## src/core/hrb_defs.svh

```systemverilog
/*
 * hrb_defs.svh - constants of the half rate memory bridge.
 * Assumes inclusion by bare name; definitions only.
 */
`ifndef HRB_DEFS_SVH
`define HRB_DEFS_SVH

// ----------------------------------------------------------------
// widths
// ----------------------------------------------------------------
`define HRB_MEM_DW_DEF 16
`define HRB_MEM_AW_DEF 24

// ----------------------------------------------------------------
// burst and timing
// ----------------------------------------------------------------
`define HRB_BURST_LEN 2'h2
`define HRB_BEATS 2
`define HRB_CLK_PERIOD_NS 8

`endif

```

## src/core/hrb_pkg.sv

```systemverilog
/*
 * hrb_pkg - types of the half rate memory bridge.
 * Assumes nothing beyond a SystemVerilog compiler.
 */
package hrb_pkg;

	typedef logic [1:0] hrb_burst_t;

	typedef enum logic [2:0] {
		HRB_IDLE = 3'h0,
		HRB_WR_B0 = 3'h1,
		HRB_WR_B1 = 3'h2,
		HRB_WR_DONE = 3'h3,
		HRB_RD_CMD = 3'h4,
		HRB_RD_WAIT = 3'h5,
		HRB_RD_RET = 3'h6
	} hrb_state_t;

endpackage : hrb_pkg

```

## src/core/hrb_phase.sv

```systemverilog
/*
 * hrb_phase - finds the cpu side clock phase within the core clock.
 * Assumes cpu_side_clock is synchronous, half the core rate, zero phase.
 */
`timescale 1ns/100ps
module hrb_phase (
	input wire logic core_clk, // memory side clock
	input wire logic resetn, // sync reset, active low
	input wire logic ce, // clock enable
	input wire logic cpu_side_clock, // half rate clock, sampled
	output logic cpu_edge // next core edge is a cpu rising edge
);
	import hrb_pkg::*;

	logic sync1_r, sync2_r;
	logic sync1_nxt, sync2_nxt;

	always_comb begin
		sync1_nxt = sync1_r;
		sync2_nxt = sync2_r;
		if (ce) begin
			sync1_nxt = cpu_side_clock;
			sync2_nxt = sync1_r;
		end
	end

	always_ff @(posedge core_clk) begin
		if (!resetn) begin
			sync1_r <= 1'b0;
			sync2_r <= 1'b0;
		end else begin
			sync1_r <= sync1_nxt;
			sync2_r <= sync2_nxt;
		end
	end

	// two-cycle delay equals the period, so the delayed level is in phase
	assign cpu_edge = ~sync2_r;

endmodule : hrb_phase

```

## src/core/hrb_join.sv

```systemverilog
/*
 * hrb_join - gathers two memory side read beats into one cpu word.
 * Assumes beats arrive lower half first.
 */
`timescale 1ns/100ps
`include "hrb_defs.svh"
module hrb_join #(
	parameter int MEM_DW = `HRB_MEM_DW_DEF
) (
	input wire logic core_clk, // memory side clock
	input wire logic resetn, // sync reset, active low
	input wire logic ce, // clock enable
	input wire logic clear, // restart the gather
	input wire logic beat_valid, // one read beat present
	input wire logic [MEM_DW-1:0] beat_data, // read beat
	output logic [2*MEM_DW-1:0] word, // joined word
	output logic done // both beats held
);
	import hrb_pkg::*;

	logic [2*MEM_DW-1:0] word_r, word_nxt;
	logic [1:0] cnt_r, cnt_nxt;

	always_comb begin
		word_nxt = word_r;
		cnt_nxt = cnt_r;
		if (ce) begin
			if (clear) begin
				cnt_nxt = 2'h0;
			end else if (beat_valid && cnt_r != `HRB_BURST_LEN) begin
				if (cnt_r == 2'h0) begin
					word_nxt[MEM_DW-1:0] = beat_data;
				end else begin
					word_nxt[2*MEM_DW-1:MEM_DW] = beat_data;
				end
				cnt_nxt = cnt_r + 2'h1;
			end
		end
	end

	always_ff @(posedge core_clk) begin
		if (!resetn) begin
			word_r <= '0;
			cnt_r <= 2'h0;
		end else begin
			word_r <= word_nxt;
			cnt_r <= cnt_nxt;
		end
	end

	assign word = word_r;
	assign done = (cnt_r == `HRB_BURST_LEN);

endmodule : hrb_join

```

## src/core/hrb_bridge.sv

```systemverilog
/*
 * hrb_bridge - half rate memory bridge: single cpu words become
 * two-beat bursts of half width at twice the rate.
 * Assumes core_clk is the memory side clock and cpu_side_clock is
 * synchronous at half that rate with zero phase; cpu side signals
 * are launched and sampled on cpu rising edges.
 */
`timescale 1ns/100ps
`include "hrb_defs.svh"

// Contract
// RULE_01 - each accepted cpu word request issues exactly one two-beat burst
// RULE_02 - reads wait for both beats, join them, return one word
// RULE_03 - memory side only bursts; cpu side only single words
// RULE_04 - integrator clocks memory side at twice cpu rate, zero phase
// RULE_05 - memory data path is half the cpu data path width
// RULE_06 - reads add one cpu cycle in command, one in response
// RULE_07 - memory data width parameter from 8 to 512, default 16
// RULE_08 - memory address width 1 to 32, default 24, byte address
// RULE_09 - cpu data width is twice memory data width
// RULE_10 - byte enables carry one bit per data byte on each port
// RULE_11 - cpu word address width derived, 22 at defaults
// RULE_12 - integrator matches memory width to controller local width
// RULE_13 - writes go lower half first, cpu stalled until burst accepted
// RULE_14 - further cpu requests stall while a read is outstanding
module hrb_bridge #(
	parameter int MEM_DW = `HRB_MEM_DW_DEF, // RULE_07
	parameter int MEM_AW = `HRB_MEM_AW_DEF, // RULE_08
	parameter int CPU_DW = 2 * MEM_DW, // RULE_09
	parameter int MEM_BEW = MEM_DW / 8, // RULE_10
	parameter int CPU_BEW = CPU_DW / 8, // RULE_10
	parameter int CPU_AW = MEM_AW - $clog2(CPU_BEW) // RULE_11
) (
	input wire logic core_clk, // memory side clock
	input wire logic resetn, // sync reset, active low
	input wire logic ce, // clock enable, freezes state
	input wire logic cpu_side_clock, // half rate cpu clock
	input wire logic [CPU_AW-1:0] cpu_address, // word address
	input wire logic cpu_read, // read request
	input wire logic cpu_write, // write request
	input wire logic [CPU_DW-1:0] cpu_writedata, // write word
	input wire logic [CPU_BEW-1:0] cpu_byteenable, // write lanes
	output logic cpu_waitrequest, // stall
	output logic [CPU_DW-1:0] cpu_readdata, // joined read word
	output logic cpu_readdatavalid, // read word valid
	output logic [MEM_AW-1:0] mem_address, // byte address
	output logic mem_read, // burst read
	output logic mem_write, // write beat
	output logic [MEM_DW-1:0] mem_writedata, // write beat data
	output logic [MEM_BEW-1:0] mem_byteenable, // beat lanes
	output hrb_pkg::hrb_burst_t mem_burstcount, // always two
	input wire logic mem_waitrequest, // controller stall
	input wire logic [MEM_DW-1:0] mem_readdata, // read beat
	input wire logic mem_readdatavalid // read beat valid
);
	import hrb_pkg::*;

	localparam int LSB_W = $clog2(CPU_BEW);

	// ------------------------------------------------------------
	// state
	// ------------------------------------------------------------
	hrb_state_t state_r, state_nxt;
	logic [CPU_AW-1:0] addr_r, addr_nxt;
	logic [CPU_DW-1:0] wdata_r, wdata_nxt;
	logic [CPU_BEW-1:0] be_r, be_nxt;
	logic [CPU_DW-1:0] rdata_r, rdata_nxt;
	logic rvalid_r, rvalid_nxt;
	logic cpu_edge;
	logic join_done;
	logic join_clear;
	logic [CPU_DW-1:0] join_word;
	logic take_rd, take_wr;

	hrb_phase u_phase (
		.core_clk(core_clk),
		.resetn(resetn),
		.ce(ce),
		.cpu_side_clock(cpu_side_clock),
		.cpu_edge(cpu_edge)
	);

	hrb_join #(.MEM_DW(MEM_DW)) u_join (
		.core_clk(core_clk),
		.resetn(resetn),
		.ce(ce),
		.clear(join_clear),
		.beat_valid(mem_readdatavalid),
		.beat_data(mem_readdata),
		.word(join_word),
		.done(join_done)
	);

	assign take_rd = (state_r == HRB_IDLE) && cpu_edge && cpu_read;
	assign take_wr = (state_r == HRB_IDLE) && cpu_edge && cpu_write;
	assign join_clear = take_rd; // RULE_02

	// ------------------------------------------------------------
	// sequencer
	// ------------------------------------------------------------
	always_comb begin
		state_nxt = state_r;
		addr_nxt = addr_r;
		wdata_nxt = wdata_r;
		be_nxt = be_r;
		rdata_nxt = rdata_r;
		rvalid_nxt = rvalid_r;
		if (ce) begin
			// hold valid for exactly one cpu cycle
			if (cpu_edge) begin
				rvalid_nxt = 1'b0;
			end
			case (state_r)
			HRB_IDLE: begin
				if (take_rd) begin
					addr_nxt = cpu_address;
					state_nxt = HRB_RD_CMD; // RULE_06
				end else if (take_wr) begin
					addr_nxt = cpu_address;
					wdata_nxt = cpu_writedata;
					be_nxt = cpu_byteenable;
					state_nxt = HRB_WR_B0; // RULE_01
				end
			end
			HRB_WR_B0: begin
				if (!mem_waitrequest) begin
					state_nxt = HRB_WR_B1; // RULE_13
				end
			end
			HRB_WR_B1: begin
				if (!mem_waitrequest) begin
					state_nxt = HRB_WR_DONE; // RULE_13
				end
			end
			HRB_WR_DONE: begin
				if (cpu_edge) begin
					state_nxt = HRB_IDLE;
				end
			end
			HRB_RD_CMD: begin
				if (!mem_waitrequest) begin
					state_nxt = HRB_RD_WAIT;
				end
			end
			HRB_RD_WAIT: begin
				if (join_done) begin
					state_nxt = HRB_RD_RET; // RULE_02
				end
			end
			HRB_RD_RET: begin
				// second latency cycle: returned on the next cpu edge
				if (cpu_edge) begin
					rdata_nxt = join_word; // RULE_02
					rvalid_nxt = 1'b1; // RULE_06
					state_nxt = HRB_IDLE;
				end
			end
			default: begin
				state_nxt = HRB_IDLE;
			end
			endcase
		end
	end

	always_ff @(posedge core_clk) begin
		if (!resetn) begin
			state_r <= HRB_IDLE;
			addr_r <= '0;
			wdata_r <= '0;
			be_r <= '0;
			rdata_r <= '0;
			rvalid_r <= 1'b0;
		end else begin
			state_r <= state_nxt;
			addr_r <= addr_nxt;
			wdata_r <= wdata_nxt;
			be_r <= be_nxt;
			rdata_r <= rdata_nxt;
			rvalid_r <= rvalid_nxt;
		end
	end

	// ------------------------------------------------------------
	// port drive
	// ------------------------------------------------------------
	// writes stall until their burst is taken; reads are taken at once
	always_comb begin
		case (state_r)
		HRB_IDLE: cpu_waitrequest = cpu_write; // RULE_13
		HRB_WR_DONE: cpu_waitrequest = 1'b0;
		default: cpu_waitrequest = 1'b1; // RULE_14
		endcase
	end

	assign cpu_readdata = rdata_r;
	assign cpu_readdatavalid = rvalid_r;
	assign mem_address = {addr_r, {LSB_W{1'b0}}}; // RULE_08
	assign mem_read = (state_r == HRB_RD_CMD); // RULE_01
	assign mem_write = (state_r == HRB_WR_B0) || (state_r == HRB_WR_B1);
	assign mem_burstcount = `HRB_BURST_LEN; // RULE_03
	// half width beats, lower half first
	assign mem_writedata = (state_r == HRB_WR_B1) ?
		wdata_r[CPU_DW-1:MEM_DW] : wdata_r[MEM_DW-1:0]; // RULE_05
	assign mem_byteenable = (state_r == HRB_WR_B1) ?
		be_r[CPU_BEW-1:MEM_BEW] : be_r[MEM_BEW-1:0]; // RULE_13

	// ------------------------------------------------------------
	// checks
	// ------------------------------------------------------------
	localparam int RET_MIN = 2;
	localparam int RET_MAX = 3;

	burst_len_a: assert property (@(posedge core_clk) // RULE_03
		disable iff (!resetn)
		(mem_read || mem_write) |-> mem_burstcount == `HRB_BURST_LEN)
		else $error("burst count is not two");

	wr_issue_a: assert property (@(posedge core_clk) // RULE_01
		disable iff (!resetn || !ce)
		(take_wr && ce) |=> mem_write && !mem_read &&
			mem_address == {$past(cpu_address), {LSB_W{1'b0}}})
		else $error("write burst not issued after capture");

	rd_issue_a: assert property (@(posedge core_clk) // RULE_06
		disable iff (!resetn || !ce)
		(take_rd && ce) |=> mem_read && !mem_write)
		else $error("read burst not issued one cycle after capture");

	wr_lower_a: assert property (@(posedge core_clk) // RULE_13
		disable iff (!resetn)
		(state_r == HRB_WR_B0) |-> mem_writedata == wdata_r[MEM_DW-1:0] &&
			mem_byteenable == be_r[MEM_BEW-1:0])
		else $error("first write beat is not the lower half");

	wr_upper_a: assert property (@(posedge core_clk) // RULE_13
		disable iff (!resetn || !ce)
		(state_r == HRB_WR_B0 && !mem_waitrequest && ce) |=>
			mem_write && mem_writedata == wdata_r[CPU_DW-1:MEM_DW])
		else $error("second write beat is not the upper half");

	wr_stall_a: assert property (@(posedge core_clk) // RULE_13
		disable iff (!resetn)
		(mem_write || (state_r == HRB_IDLE && cpu_write)) |->
			cpu_waitrequest)
		else $error("cpu write released before burst taken");

	rd_stall_a: assert property (@(posedge core_clk) // RULE_14
		disable iff (!resetn)
		(mem_read || state_r == HRB_RD_WAIT || state_r == HRB_RD_RET)
			|-> cpu_waitrequest && !mem_write)
		else $error("cpu request let through during read");

	rd_return_a: assert property (@(posedge core_clk) // RULE_06
		disable iff (!resetn || !ce)
		(state_r == HRB_RD_WAIT && join_done && ce) |->
			##[RET_MIN:RET_MAX] $rose(cpu_readdatavalid))
		else $error("joined read word not returned in time");

	rd_join_a: assert property (@(posedge core_clk) // RULE_02
		disable iff (!resetn)
		$rose(cpu_readdatavalid) |-> cpu_readdata == $past(join_word) &&
			$past(join_done))
		else $error("read word is not the two joined beats");

	rd_width_a: assert property (@(posedge core_clk) // RULE_02
		disable iff (!resetn || !ce)
		$rose(cpu_readdatavalid) |=> cpu_readdatavalid ##1
			!cpu_readdatavalid)
		else $error("read valid not one cpu cycle wide");

	rd_addr_a: assert property (@(posedge core_clk) // RULE_08
		disable iff (!resetn || !ce)
		(take_rd && ce) |=> mem_read &&
			mem_address == {$past(cpu_address), {LSB_W{1'b0}}})
		else $error("read burst address is not the cpu byte address");

	wr_done_a: assert property (@(posedge core_clk) // RULE_13
		disable iff (!resetn || !ce)
		(state_r == HRB_WR_B1 && !mem_waitrequest && ce) |=>
			!cpu_waitrequest && !mem_write)
		else $error("cpu write not released after burst taken");

	freeze_hold_a: assert property (@(posedge core_clk) // RULE_01
		disable iff (!resetn)
		!ce |=> $stable(state_r) && $stable(cpu_readdatavalid))
		else $error("state moved while clock enable low");

	cov_write_c: cover property (@(posedge core_clk)
		disable iff (!resetn)
		state_r == HRB_WR_B1 ##1 state_r == HRB_WR_DONE);

	cov_read_c: cover property (@(posedge core_clk)
		disable iff (!resetn)
		$rose(cpu_readdatavalid));

	cov_stall_c: cover property (@(posedge core_clk)
		disable iff (!resetn)
		mem_read && mem_waitrequest);

	cov_b2b_c: cover property (@(posedge core_clk)
		disable iff (!resetn)
		cpu_readdatavalid && take_rd);

endmodule : hrb_bridge

```

## config.mk

```make
export PLATFORM = sky130hd
export DESIGN_NAME = hrb_bridge
export DESIGN_NICKNAME = d
export VERILOG_FILES = /design/src/core/hrb_pkg.sv /design/src/core/hrb_phase.sv /design/src/core/hrb_join.sv /design/src/core/hrb_bridge.sv
export VERILOG_INCLUDE_DIRS = /design/src /design/src/core
export SDC_FILE = /design/constraint.sdc
export NUM_CORES = 1
export LEC_CHECK = 0
export BUFFER_PORTS_ARGS = -buffer_cell sky130_fd_sc_hd__buf_2
export CAP_MARGIN = 15
export CELL_PAD_IN_SITES_DETAIL_PLACEMENT = 1
export CELL_PAD_IN_SITES_GLOBAL_PLACEMENT = 2
export CORE_UTILIZATION = 30
export CTS_BUF_LIST = sky130_fd_sc_hd__clkbuf_2 sky130_fd_sc_hd__clkbuf_4 sky130_fd_sc_hd__clkbuf_8
export CTS_CLUSTER_DIAMETER = 50
export DETAILED_ROUTE_END_ITERATION = 8
export PLACE_DENSITY = 0.82
export REMOVE_ABC_BUFFERS = 1
export SLEW_MARGIN = 5
export SYNTH_ARGS = -nofsm -noshare
export SYNTH_HDL_FRONTEND = slang
export SYNTH_HIERARCHICAL = 1
export SYNTH_SLANG_ARGS = --single-unit
```

## constraint.sdc

```tcl
create_clock -name core_clk -period 2.1 [get_ports core_clk]
set_input_delay 0.42 -clock core_clk [delete_from_list [all_inputs] [get_ports core_clk]]
set_output_delay 0.42 -clock core_clk [all_outputs]
set_load 0.01 [all_outputs]
```

**Yosys cells after proc, flatten, opt, wreduce, memory -nomap -nowiden**

Cells that the tools add are included.

- Reductions and logical operators: 17
- $add $sub $neg: 1
- Equality and inequality tests: 14
- Bitwise logic cells: 3
- Mux-type cells: 18

Operators with widths:

| kind | number |
|---|---|
| $mux 22 | 2 |
| $mux 3 | 7 |
| $pmux 3 s6 | 1 |
| $mux 16 | 1 |
| $ne 2x2->1 const B | 6 |
| $reduce_and 4->1 | 3 |
| $eq 3x3->1 const B | 3 |
| $reduce_and 7->1 | 1 |
| $eq 3x2->1 const B | 2 |
| $mux 2 | 3 |
| $reduce_and 3->1 | 2 |
| $logic_and 1x1->1 | 4 |
| $reduce_bool 2->1 | 2 |
| $eq 3x1->1 const B | 1 |
| $logic_not 3->1 | 1 |
| $mux 1 | 3 |
| $ne 3x3->1 const B | 1 |
| $not 1->1 | 3 |
| $add 2x1->2 const B | 1 |
| $eq 2x2->1 const B | 1 |
| $logic_not 2->1 | 1 |
| $pmux 1 s2 | 1 |
| $reduce_and 2->1 | 1 |
| $reduce_or 2->1 | 1 |
| $logic_or 1x1->1 | 1 |

- Logic and storage cells: 64
- Output and inout port bits: 80
- Bits in registers: 130
- Bits of input ports: 82

**Longest topological paths before layout**

Gate-level depths: netlist (run 1).

- Word-level depth: 6
- Mapped depth: 8
- Depth with buffers taken out: 6

**By module**

The synthesis (run 1) kept the hierarchy.

By module, submodules not included:

| module | cells an instance | instances | area each (sq um) |
|---|---|---|---|
| hrb_bridge | 436 | 1 | 3,950.0 |
| hrb_join | 138 | 1 | 1,361.3 |
| hrb_phase | 7 | 1 | 76.3 |

**Worst setup path before layout (run 1)**

Ideal clock, no wire load.

- Path type: reg-to-output
- From: register state_r[2]
- To: output port mem_byteenable[0]
- Data arrival time: 1.621 ns
- Path buffers: 2
- Data required time: 1.680 ns
- Path slack: 0.059 ns
- Cell stages (with the launch flop): 5
- Cells stage by stage: dfxtp_1 clkbuf_1 nor3_2 buf_2 mux2_2

- Cells in the longest elaborated chain, start to end: 2

RTL lines:

| what | RTL line | text |
|---|---|---|
| from (decl) | hrb_bridge.sv:63 | `hrb_state_t state_r, state_nxt;` |
| from (signal assigned) | hrb_bridge.sv:174 | `state_r <= state_nxt;` |
| $eq 3x2->1 | hrb_bridge.sv:204 | `assign mem_byteenable = (state_r == HRB_WR_B1) ?` |
| $mux 2 | hrb_bridge.sv:204 |  |
| to (decl) | hrb_bridge.sv:50 | `output logic [MEM_BEW-1:0] mem_byteenable,` |

No other way between the ends.

**Final worst setup path (run 1)**

- From: register state_r[2]
- To: output port mem_writedata[3]

- Cells in the longest elaborated chain, start to end: 2

RTL lines:

| what | RTL line | text |
|---|---|---|
| $eq 3x2->1 | hrb_bridge.sv:202 | `assign mem_writedata = (state_r == HRB_WR_B1) ?` |
| $mux 16 | hrb_bridge.sv:202 |  |
| to (decl) | hrb_bridge.sv:49 | `output logic [MEM_DW-1:0] mem_writedata,` |

No other way between the ends.

==> run_summary.xml, run 1 <==
<?xml version="1.0" encoding="UTF-8"?>
<metrics>
  <group name="clocking">
    <metric name="cts.path.max_buffers" unit="">2</metric>
    <metric name="postCtsHoldBufs" unit="">0</metric>
    <metric name="clkTransAtPathRegs" unit="ns">0.08</metric>
    <metric name="clock-sinks" unit="">130</metric>
    <metric name="clkLatencyLatePin" unit="ns">0.44</metric>
    <metric name="htree_num_levels" unit="">4</metric>
    <metric name="cts_inserted_buffers" unit="">17</metric>
    <metric name="clock_tree.root_cell" unit="">clkbuf_8</metric>
    <metric name="cts_tree" unit="">done</metric>
  </group>
  <group name="logic_synthesis">
    <metric name="yosys.area_share.xor_xnor" unit="%">0.163</metric>
    <metric name="compound_cell_area_share_of_the_yosys_netlist" unit="%">11.3</metric>
    <metric name="netlist.area_leader.share" unit="%">48.3</metric>
    <metric name="postSynthRegisterBits" unit="">130</metric>
    <metric name="synth.yosys.warnings" unit="">6</metric>
    <metric name="main_combinational_cell_family_by_area_after_synthesis" unit="">simple AND/OR/NAND/NOR gates</metric>
    <metric name="synth-main-ff-cell" unit="">dfxtp_1</metric>
    <metric name="synth_area_leader_cell" unit="">dfxtp_1</metric>
    <metric name="yosysMostFrequentCell" unit="">nand2_1</metric>
    <metric name="post_synth_inst_count" unit="">581</metric>
    <metric name="yosys-top-cells-count" unit="">190 x nand2_1, 130 x dfxtp_1, 57 x mux2i_1, 39 x a21boi_0, 30 x a21boi_1</metric>
    <metric name="ys_seq_area_share" unit="%">48.3</metric>
    <metric name="syn-mean-instance-area" unit="sq um">9.27</metric>
    <metric name="synth-simple-area-share" unit="%">20.1</metric>
    <metric name="synthAdderAreaFrac" unit="%">0.464</metric>
    <metric name="muxShareOfSynthArea" unit="%">14.4</metric>
    <metric name="yosys-top-cells-area" unit="">dfxtp_1 48%, nand2_1 13%, mux2i_1 11%, a21boi_0 5.4%, a21boi_1 4.2%</metric>
    <metric name="ys_async_sr_fraction" unit="%">0</metric>
    <metric name="netlist_area" unit="sq mm">0.00539</metric>
    <metric name="synth_edf_count" unit="">0</metric>
    <metric name="synth_cell_type_count" unit="">43</metric>
  </group>
  <group name="hold_path">
    <metric name="worstHoldEndpoint" unit="">be_r[0]</metric>
    <metric name="worst_hold_path.num_cells" unit="">3</metric>
    <metric name="hold_class" unit="">in -&gt; reg</metric>
    <metric name="timing.hold.worst.start" unit="">cpu_byteenable[0]</metric>
  </group>
  <group name="setup_path">
    <metric name="critPathKind" unit="">reg -&gt; out</metric>
    <metric name="setup.worst_path.start_class" unit="">flip-flop</metric>
    <metric name="timing.rr.start" unit="">state_r[1]</metric>
    <metric name="worst_setup_ep_type" unit="">primary output</metric>
    <metric name="reg2reg_slack" unit="ns">0.16</metric>
    <metric name="rr_worst_depth" unit="">7</metric>
    <metric name="worst_ep_arrival_time" unit="ns">1.72</metric>
    <metric name="crit_required" unit="ns">1.68</metric>
    <metric name="timing.rr.end" unit="">u_join/word[17]</metric>
    <metric name="cp_max_fo" unit="">5</metric>
  </group>
  <group name="place">
    <metric name="placed_area" unit="sq mm">0.00641</metric>
    <metric name="port_buffers" unit="">157</metric>
    <metric name="dpl.hpwl" unit="um">9760</metric>
    <metric name="dp_cells" unit="">936</metric>
    <metric name="dpl_worst_slack" unit="ns">0.232</metric>
    <metric name="gp_routability_congestion" unit="">0.743</metric>
  </group>
  <group name="run">
    <metric name="cap_viol_max_count" unit="">0</metric>
  </group>
  <group name="layout">
    <metric name="layout-drive-gt1-share" unit="%">32.2</metric>
    <metric name="layout.filler_cells" unit="">2042</metric>
    <metric name="layoutNonFillerInstCount" unit="">974</metric>
    <metric name="area_growth_syn_to_layout" unit="%">32.4</metric>
    <metric name="design.final.nets" unit="">819</metric>
    <metric name="multi_input_comb_area" unit="sq mm">0.00260</metric>
    <metric name="final_cell_area" unit="sq mm">0.00713</metric>
    <metric name="seqCellArea" unit="sq mm">0.00261</metric>
  </group>
  <group name="grt">
    <metric name="grt_antenna_before_repair" unit="">1</metric>
    <metric name="grt_remaining_overflow" unit="">0</metric>
    <metric name="grt_pass1_vias" unit="">4732</metric>
    <metric name="gr-usage-all-layers" unit="%">15.9</metric>
    <metric name="first_pass_grt_wire_length" unit="um">22800</metric>
    <metric name="grt_start_max_net_pins" unit="">48</metric>
  </group>
  <group name="die">
    <metric name="die_y" unit="um">136</metric>
    <metric name="boundaryPins" unit="">162</metric>
    <metric name="design.die.area" unit="sq mm">0.0185</metric>
    <metric name="initial_standard_cell_utilization_of_the_core" unit="%">30.9</metric>
    <metric name="dieWidth" unit="um">136</metric>
    <metric name="placeableCoreArea" unit="sq mm">0.0174</metric>
    <metric name="placementRows" unit="">48</metric>
  </group>
  <group name="routing">
    <metric name="avgRoutedWirePerCell" unit="um">14.5</metric>
    <metric name="detail-route-antenna-nets" unit="">0</metric>
    <metric name="num_vias" unit="">4439</metric>
    <metric name="drc" unit="">0</metric>
    <metric name="detail_route.wirelength" unit="um">14100</metric>
    <metric name="detailedRoute.firstPassIterationCount" unit="">4</metric>
    <metric name="drt_iter0_markers" unit="">111</metric>
    <metric name="viasPerCell" unit="">4.56</metric>
  </group>
  <group name="timing">
    <metric name="hold_slack" unit="ns">0.215</metric>
    <metric name="max_freq" unit="MHz">468</metric>
    <metric name="setup_tns" unit="ns">-0.288</metric>
    <metric name="final_critical_path_setup_slack" unit="ns">-0.0380</metric>
    <metric name="finalCritPeriodShare" unit="%">102</metric>
    <metric name="finalHoldViolations" unit="">0</metric>
    <metric name="timing.clock.skew" unit="ns">0.00932</metric>
    <metric name="final_period_minus_worst_setup_slack" unit="ns">2.14</metric>
    <metric name="report.final.slew_viol_count" unit="">0</metric>
    <metric name="report.final.setup_viol" unit="">11</metric>
    <metric name="rsz_0062_raised_after_global_routing" unit="">yes</metric>
  </group>
  <group name="power">
    <metric name="power_density_over_the_cells" unit="mW/mm^2">778</metric>
    <metric name="power.ir.vdd_worst" unit="mV">0.352</metric>
    <metric name="total_leakage_power" unit="nW">3.01</metric>
  </group>
  <group name="status">
    <metric name="violations" unit="">negative setup slack</metric>
    <metric name="outcome" unit="">finished with violations</metric>
  </group>
</metrics>
## final cells by class
cell class                 count  share of cell area, %
inverter                       7                  0.404
clock buffer                  24                   4.46
tap                          225                   3.95
antenna                        1                 0.0351
timing repair buffer         176                   16.4
multi-input combinational    403                   36.4
clock inverter                 8                   1.74
sequential                   130                   36.5
## where the power goes
group / switching, mW / total (mW) / internal, mW
logic: 0.311 / 0.623 / 0.312
registers: 0.0460 / 2.60 / 2.55
clock network: 0.972 / 2.33 / 1.36
## routing by layer
layer  vias up  GRT usage [%]  wire length, um
li1       2209              -                -
met1      2105           18.1             6140
met2       107           28.5             7080
met3        18           3.88              672
met4         0           6.11              230
met5         -              0                0
## how the worst max path moves through the flow
| stage | cells past startpoint | slack, ns | endpoint | from |
|---|---|---|---|---|
| floorplan | 3 | -0.11 | mem_byteenable[0] | state_r[1] |
| global placement | 6 | 0.32 | u_join/word[17] | state_r[2] |
| detailed placement | 6 | 0.23 | wdata_r[21] | ce |
| CTS | 6 | -0.12 | mem_writedata[12] | state_r[1] |
| global route | 5 | -0.12 | mem_writedata[3] | state_r[2] |
| finish | 5 | -0.04 | mem_writedata[3] | state_r[2] |
## critical path, cell delays in order, from the launching register on
cell and delay [ns]:
dfxtp_2 0.34, nor3_4 0.22, buf_6 0.16, buf_12 0.12, mux2_4 0.31, buf_6 0.12
## stage by stage
stage	power (mW)	utilization (%)
CTS	5.65	40.8
global placement	3.21	36.8
global route	5.82	40.9
floorplan	2.95	-
detailed placement	3.24	36.8
finish	5.55	40.9
## timing repair
action                                  in CTS  in global routing
endpoints found under the setup margin      18                 20
gates cloned                                 2                  0
setup buffers                                4                  0
hold endpoints to repair                     0                  0
pin swaps                                    1                  2
resized for setup                           39                 12
## sequential cells by signal, indices dropped and copies added, names as in the netlist, named ones only
signal and cells:
cpu_readdata 32, u_join/word 32, wdata_r 32, addr_r 22, be_r 4, state_r 3
u_join/cnt_r 2, u_phase/sync1_r 1, u_phase/sync2_r 1
## cell usage in the layout (no fill, tap or decap), types with 2 or more instances in the layout
cell type and instances:
mux2i_1 57, nor2b_1 25, dfxtp_2 3, o211ai_1 2
nand4_1 3, a21boi_1 30, buf_6 21, a21boi_0 39
nor3_4 2, clkbuf_4 2, inv_1 6, nor2_1 4
or4bb_1 3, buf_12 7, dfxtp_1 127, bufinv_16 3
clkbuf_8 22, mux2_2 2, clkinvlp_4 2, ha_1 2
clkinv_2 2, mux2_4 16, conb_1 4, buf_4 9
nand2_1 190, buf_2 137, nand2b_1 2
## cells by family (layout without fill, tap and decap cells)
family | after synthesis | count (layout)
muxes | 75 | 75
and+or+nand+nor | 242 | 242
buffers and inverters | 50 | 215
other | 2 | 5
AOI/OAI and AO/OA | 79 | 79
DFF | 130 | 130
xor gates and xnor gates | 1 | 1
adders and majority gates | 2 | 2
No activity file was read; power rests on OpenSTA's default activity.
==> run 2: changes to the inputs <==
Settings changed: TNS_END_PERCENT from default to 1.
Clock period 2.1 ns to 2.6 ns, I/O delays scaled along.
==> run 2 against run 1 <==
Net effect: the run now ends clean; clock power shrank 30%; sequential power is 19% lower; critical path depth did not move; clock skew hardly changed; cell count fell by 0.92%; non-clock buffer count shrank 8; global-route usage shrank 0.50 points; sequential share of layout area is 2.4 points higher; final area is 6.1% lower; via count is 1.5% lower; critical path type unchanged; highest routed layer unchanged.
==> run_summary.xml, run 2 (same netlist as run 1, synthesis figures left out) <==
<?xml version="1.0" encoding="UTF-8"?>
<metrics>
  <group name="status">
    <metric name="outcome" unit="">finished, final reports clean</metric>
  </group>
  <group name="timing">
    <metric name="max_freq" unit="MHz">412</metric>
    <metric name="worst_slew_margin_rel" unit="%">37.2</metric>
    <metric name="transition_at_the_pin_with_the_smallest_max_transition_slack" unit="ns">0.941</metric>
    <metric name="report.final.setup_viol" unit="">0</metric>
    <metric name="timing.clock.skew" unit="ns">0.00953</metric>
    <metric name="setup_tns" unit="ns">0</metric>
    <metric name="final_period_minus_worst_setup_slack" unit="ns">2.43</metric>
    <metric name="final_critical_path_setup_slack" unit="ns">0.174</metric>
    <metric name="report.final.slew_viol_count" unit="">0</metric>
    <metric name="finalCritPeriodShare" unit="%">93.3</metric>
    <metric name="finalHoldViolations" unit="">0</metric>
    <metric name="rsz_0062_raised_after_global_routing" unit="">no</metric>
    <metric name="hold_slack" unit="ns">0.313</metric>
  </group>
  <group name="grt">
    <metric name="first_pass_grt_wire_length" unit="um">22200</metric>
    <metric name="grt_start_max_net_pins" unit="">62</metric>
    <metric name="grt_pass1_vias" unit="">4579</metric>
    <metric name="grt_remaining_overflow" unit="">0</metric>
    <metric name="grt_antenna_before_repair" unit="">1</metric>
    <metric name="gr-usage-all-layers" unit="%">15.4</metric>
  </group>
  <group name="setup_path">
    <metric name="critPathKind" unit="">reg -&gt; out</metric>
    <metric name="rr_worst_depth" unit="">5</metric>
    <metric name="crit_required" unit="ns">2.08</metric>
    <metric name="worst_setup_ep_type" unit="">primary output</metric>
    <metric name="timing.critical_path.from" unit="">state_r[1]</metric>
    <metric name="reg2reg_slack" unit="ns">0.28</metric>
    <metric name="crit_path_cell_trace" unit="">inv_1 -&gt; nor3_2 -&gt; buf_6 -&gt; mux2_2 -&gt; buf_2</metric>
    <metric name="worst_ep_arrival_time" unit="ns">1.91</metric>
    <metric name="cp_max_fo" unit="">18</metric>
    <metric name="cpPeakStageDelay" unit="ns">0.45</metric>
    <metric name="timing.rr.end" unit="">u_join/word[29]</metric>
    <metric name="timing.rr.start" unit="">state_r[2]</metric>
    <metric name="crit_path_buf_inv_count" unit="">3</metric>
    <metric name="timing.critical_path.slowest_stage_cell" unit="">dfxtp_2</metric>
    <metric name="kind_of_cell_with_the_highest_combined_delay_on_the_critical_path" unit="">buffers and inverters</metric>
    <metric name="setup.worst_path.start_class" unit="">flip-flop</metric>
  </group>
  <group name="layout">
    <metric name="layoutNonFillerInstCount" unit="">965</metric>
    <metric name="layout.cells.most_common" unit="">nand2_1</metric>
    <metric name="post-route-util" unit="%">38.4</metric>
    <metric name="layout-drive-gt1-share" unit="%">30.7</metric>
    <metric name="area_growth_syn_to_layout" unit="%">24.2</metric>
    <metric name="seqCellArea" unit="sq mm">0.00260</metric>
    <metric name="design.final.nets" unit="">811</metric>
    <metric name="multi_input_comb_area" unit="sq mm">0.00251</metric>
    <metric name="final_cell_area" unit="sq mm">0.00669</metric>
    <metric name="layout.filler_cells" unit="">2072</metric>
    <metric name="final_cell_mix" unit="">190 x nand2_1, 156 x buf_2, 129 x dfxtp_1, 57 x mux2i_1, 39 x a21boi_0</metric>
  </group>
  <group name="place">
    <metric name="port_buffers" unit="">157</metric>
    <metric name="gp_routability_congestion" unit="">0.727</metric>
    <metric name="dpl_worst_slack" unit="ns">0.182</metric>
    <metric name="placed_area" unit="sq mm">0.00631</metric>
    <metric name="dp_cells" unit="">933</metric>
    <metric name="dpl.hpwl" unit="um">9650</metric>
  </group>
  <group name="routing">
    <metric name="drt_iter0_markers" unit="">106</metric>
    <metric name="num_vias" unit="">4372</metric>
    <metric name="detail-route-antenna-nets" unit="">0</metric>
    <metric name="viasPerCell" unit="">4.53</metric>
    <metric name="drc" unit="">0</metric>
    <metric name="detail_route.wirelength" unit="um">13900</metric>
    <metric name="avgRoutedWirePerCell" unit="um">14.4</metric>
    <metric name="detailedRoute.firstPassIterationCount" unit="">4</metric>
  </group>
  <group name="hold_path">
    <metric name="worstHoldEndpoint" unit="">wdata_r[0]</metric>
    <metric name="timing.hold.worst.start" unit="">cpu_writedata[0]</metric>
    <metric name="worst_hold_path.num_cells" unit="">3</metric>
    <metric name="hold_class" unit="">in -&gt; reg</metric>
  </group>
  <group name="power">
    <metric name="power_density_over_the_cells" unit="mW/mm^2">624</metric>
    <metric name="power.ir.vdd_worst" unit="mV">0.286</metric>
    <metric name="total_leakage_power" unit="nW">2.87</metric>
    <metric name="fin_total_pwr" unit="mW">4.18</metric>
  </group>
  <group name="clocking">
    <metric name="clkTransAtPathRegs" unit="ns">0.08</metric>
    <metric name="htree_num_levels" unit="">4</metric>
    <metric name="cts_inserted_buffers" unit="">17</metric>
    <metric name="cts_tree" unit="">done</metric>
    <metric name="clock-sinks" unit="">130</metric>
    <metric name="postCtsHoldBufs" unit="">0</metric>
    <metric name="clock_tree.root_cell" unit="">clkbuf_8</metric>
    <metric name="clkLatencyLatePin" unit="ns">0.43</metric>
    <metric name="cts.path.max_buffers" unit="">2</metric>
  </group>
  <group name="die">
    <metric name="die_y" unit="um">136</metric>
    <metric name="placementRows" unit="">48</metric>
    <metric name="boundaryPins" unit="">162</metric>
    <metric name="design.die.area" unit="sq mm">0.0185</metric>
    <metric name="dieWidth" unit="um">136</metric>
    <metric name="initial_standard_cell_utilization_of_the_core" unit="%">30.9</metric>
    <metric name="placeableCoreArea" unit="sq mm">0.0174</metric>
  </group>
  <group name="run">
    <metric name="cap_viol_max_count" unit="">0</metric>
  </group>
</metrics>
-- run 2: cell types whose count changed in the layout (fill, tap and decap cells not counted), sizes merged --
cell / before / now
clkinvlp: 2 / 3
clkinv: 3 / 5
clkbuf: 24 / 22
buf: 176 / 168
bufinv: 3 / 1
-- run 2: tightest hold or removal path, cell delays in order --
cell and delay (ns):
buf_2 0.10, nand2_1 0.05, a21boi_1 0.05
-- run 2: worst max path at each step --
stage,end,slack (ns),cells after the start
2_1_floorplan,mem_byteenable[0],0.29,3
3_3_place_gp,u_join/word[26],0.30,5
3_5_place_dp,u_join/word[29],0.18,5
4_1_cts,mem_writedata[1],0.05,5
5_1_grt,mem_writedata[0],0.03,5
6_report,mem_writedata[0],0.17,5
-- run 2: what timing repair did --
item	CTS	global route
gates resized for setup	1	1
setup endpoints to repair	18	18
buffers inserted	0	0
endpoints found under the hold margin	0	0
-- run 2: layout make-up --
| type | count | share of cell area [%] |
|---|---|---|
| clock inverters | 9 | 1.21 |
| flip-flops and latches | 130 | 38.9 |
| repair buffers | 168 | 13.3 |
| clock buffers | 22 | 4.43 |
| diodes | 1 | 0.0374 |
| well taps | 225 | 4.21 |
| inverters | 7 | 0.393 |
| multi-input cells | 403 | 37.6 |
-- run 2: per-layer routing --
layer | vias to the layer above | GRT usage, % | share of wire (%)
met5 | - | 0 | 0
met4 | 0 | 4.26 | 0.76
met3 | 8 | 4.88 | 4.8
met2 | 106 | 26.7 | 48
met1 | 2062 | 18.2 | 46
li1 | 2196 | - | -
-- run 2: report_power, final --
part	internal (mW)	switching [mW]	total (mW)	leakage (nW)
clock	0.857	0.777	1.63	0.190
combinational	0.209	0.232	0.441	1.62
sequential	2.06	0.0401	2.10	1.05
==> run 3: changes to the inputs <==
Settings changed: REMOVE_ABC_BUFFERS 1 to default, SKIP_LAST_GASP from default to 1.
==> run 3 against run 2 <==
Net effect: sequential power hardly changed; routed wire length is 1.8% higher; cell count stayed put; global-route usage is 0.25 points higher; worst hold slack better by 0.0092 ns; register-to-register slack worse by 0.02 ns; clock power hardly changed; final area is 0.17% lower; largest cell class unchanged; highest routed layer is now met5.
==> run_summary.xml, run 3 (same netlist as run 1, synthesis figures left out) <==
<?xml version="1.0" encoding="UTF-8"?>
<metrics>
  <group name="die">
    <metric name="placementRows" unit="">48</metric>
    <metric name="die_y" unit="um">136</metric>
    <metric name="design.die.area" unit="sq mm">0.0185</metric>
    <metric name="dieWidth" unit="um">136</metric>
    <metric name="placeableCoreArea" unit="sq mm">0.0174</metric>
    <metric name="initial_standard_cell_utilization_of_the_core" unit="%">30.9</metric>
    <metric name="boundaryPins" unit="">162</metric>
  </group>
  <group name="timing">
    <metric name="max_freq" unit="MHz">410</metric>
    <metric name="finalHoldViolations" unit="">0</metric>
    <metric name="final_period_minus_worst_setup_slack" unit="ns">2.44</metric>
    <metric name="report.final.setup_viol" unit="">0</metric>
    <metric name="worst_slew_margin_rel" unit="%">38.2</metric>
    <metric name="rsz_0062_raised_after_global_routing" unit="">no</metric>
    <metric name="report.final.slew_viol_count" unit="">0</metric>
    <metric name="finalCritPeriodShare" unit="%">93.8</metric>
    <metric name="setup_tns" unit="ns">0</metric>
    <metric name="timing.clock.skew" unit="ns">0.0163</metric>
    <metric name="transition_at_the_pin_with_the_smallest_max_transition_slack" unit="ns">0.927</metric>
  </group>
  <group name="grt">
    <metric name="globalRouteMet1Util" unit="%">18.3</metric>
    <metric name="gr-usage-all-layers" unit="%">15.7</metric>
    <metric name="grt_antenna_before_repair" unit="">2</metric>
    <metric name="grt_pass1_vias" unit="">4603</metric>
    <metric name="grt_start_max_net_pins" unit="">57</metric>
    <metric name="gr-max-usage-layer" unit="">met2</metric>
    <metric name="grt_use_met2" unit="%">26.3</metric>
    <metric name="first_pass_grt_wire_length" unit="um">22500</metric>
    <metric name="grt_use_met3" unit="%">5.03</metric>
    <metric name="grt_remaining_overflow" unit="">0</metric>
  </group>
  <group name="layout">
    <metric name="final_cell_area" unit="sq mm">0.00668</metric>
    <metric name="layout.cells.most_common" unit="">nand2_1</metric>
    <metric name="design.final.nets" unit="">810</metric>
    <metric name="area_growth_syn_to_layout" unit="%">24.0</metric>
    <metric name="post-route-util" unit="%">38.4</metric>
    <metric name="final_cell_mix" unit="">190 x nand2_1, 156 x buf_2, 129 x dfxtp_1, 57 x mux2i_1, 39 x a21boi_0</metric>
    <metric name="layout-drive-gt1-share" unit="%">30.7</metric>
  </group>
  <group name="clocking">
    <metric name="clkTransAtPathRegs" unit="ns">0.07</metric>
    <metric name="clkLatencyLatePin" unit="ns">0.44</metric>
    <metric name="htree_num_levels" unit="">4</metric>
    <metric name="cts_tree" unit="">done</metric>
    <metric name="postCtsSetupRepairBufs" unit="">0</metric>
    <metric name="cts_inserted_buffers" unit="">17</metric>
    <metric name="clock-sinks" unit="">130</metric>
    <metric name="clock_tree.root_cell" unit="">clkbuf_8</metric>
    <metric name="cts.path.max_buffers" unit="">2</metric>
  </group>
  <group name="routing">
    <metric name="avgRoutedWirePerCell" unit="um">14.6</metric>
    <metric name="num_vias" unit="">4419</metric>
    <metric name="detailedRoute.firstPassIterationCount" unit="">4</metric>
    <metric name="detail_route.wirelength" unit="um">14100</metric>
    <metric name="drt_iter0_markers" unit="">96</metric>
    <metric name="drc" unit="">0</metric>
    <metric name="viasPerCell" unit="">4.58</metric>
    <metric name="detail-route-antenna-nets" unit="">0</metric>
  </group>
  <group name="setup_path">
    <metric name="crit_path_buf_inv_count" unit="">3</metric>
    <metric name="crit_required" unit="ns">2.08</metric>
    <metric name="setup.worst_path.start_class" unit="">flip-flop</metric>
    <metric name="crit_cells" unit="">5</metric>
    <metric name="rr_worst_depth" unit="">5</metric>
    <metric name="worst_ep_arrival_time" unit="ns">1.92</metric>
    <metric name="cpPeakStageDelay" unit="ns">0.46</metric>
    <metric name="crit_path_cell_trace" unit="">inv_1 -&gt; nor3_2 -&gt; buf_6 -&gt; mux2_2 -&gt; buf_2</metric>
    <metric name="cp_max_fo" unit="">18</metric>
    <metric name="kind_of_cell_with_the_highest_combined_delay_on_the_critical_path" unit="">buffers and inverters</metric>
    <metric name="timing.critical_path.slowest_stage_cell" unit="">dfxtp_2</metric>
    <metric name="worst_setup_ep_type" unit="">primary output</metric>
    <metric name="critPathKind" unit="">reg -&gt; out</metric>
  </group>
  <group name="power">
    <metric name="p_sw_share" unit="%">25.1</metric>
    <metric name="power.ir.vdd_worst" unit="mV">0.275</metric>
    <metric name="power_density_over_the_cells" unit="mW/mm^2">621</metric>
    <metric name="clock_power_share" unit="%">38.8</metric>
    <metric name="total_switching_power" unit="mW">1.04</metric>
    <metric name="share_comb_of_total_power" unit="%">10.6</metric>
    <metric name="internal_power" unit="mW">3.11</metric>
    <metric name="total_leakage_power" unit="nW">2.87</metric>
    <metric name="fin_total_pwr" unit="mW">4.15</metric>
    <metric name="power_frac_seq" unit="%">50.6</metric>
  </group>
  <group name="run">
    <metric name="cap_viol_max_count" unit="">0</metric>
  </group>
  <group name="hold_path">
    <metric name="worst_hold_path.num_cells" unit="">3</metric>
    <metric name="hold_class" unit="">in -&gt; reg</metric>
  </group>
  <group name="status">
    <metric name="outcome" unit="">finished, final reports clean</metric>
  </group>
  <group name="place">
    <metric name="gp_routability_congestion" unit="">0.808</metric>
    <metric name="port_buffers" unit="">157</metric>
    <metric name="dpl.hpwl" unit="um">10200</metric>
    <metric name="placed_area" unit="sq mm">0.00630</metric>
  </group>
</metrics>
## run 3: cell types whose count changed in the layout (fill, tap and decap cells not counted), sizes merged
| cell | previous run | this run |
|---|---|---|
| clkinv | 5 | 7 |
| buf | 168 | 167 |
| clkinvlp | 3 | 2 |
## run 3: area by class of cell
class / count / area, sq um
fill: 2077 / 10700
sequential: 130 / 2600
multi-input combinational: 403 / 2510
timing repair buffer: 167 / 880
clock buffer: 22 / 290
tap: 225 / 282
clock inverter: 10 / 83.8
inverter: 7 / 26.3
antenna: 1 / 2.50
## run 3: routing by layer
metal / share of wire [%] / routed length [um]
met5: 0.19 / 27
met1: 45 / 6390
met2: 46 / 6540
met4: 1.6 / 229
met3: 6.5 / 923
## run 3: worst paths after layout
check,slack (ns),start,end
worst max-delay path,0.16,state_r[1],mem_writedata[11]
worst max register to register,0.26,state_r[2],u_join/word[29]
worst min-delay path,0.32,cpu_writedata[31],wdata_r[31]
worst min register to register,0.45,wdata_r[0],wdata_r[0]
## run 3: worst register-to-register path: stages, from the launching register on
cell	delay (ns)
dfxtp_1	0.57
or3_4	0.26
nor2_1	0.07
and4bb_4	0.33
and2b_1	0.74
mux2i_1	0.29
## run 3: timing repair
action / CTS / global route
setup endpoints to repair: 18 / 18
hold buffers: 0 / 0
resized for setup: 1 / 1
## run 3: power groups by stage
stage / registers, mW / clock network, mW / logic, mW
2_1_floorplan: 2.15 / 0 / 0.284
3_3_place_gp: 2.14 / 0 / 0.430
3_5_place_dp: 2.15 / 0 / 0.446
4_1_cts: 2.10 / 1.68 / 0.448
5_1_grt: 2.11 / 1.77 / 0.488
6_report: 2.10 / 1.61 / 0.440
## run 3: per-stage QoR
| step | worst slack, ns | instances | hold WS [ns] |
|---|---|---|---|
| floorplan | 0.459 | 583 | 0.432 |
| global placement | 0.413 | 932 | 0.439 |
| detailed placement | 0.261 | 932 | 0.447 |
| CTS | 0.0586 | 964 | 0.285 |
| global route | 0.0125 | 964 | 0.305 |
| finish | 0.161 | 965 | 0.323 |
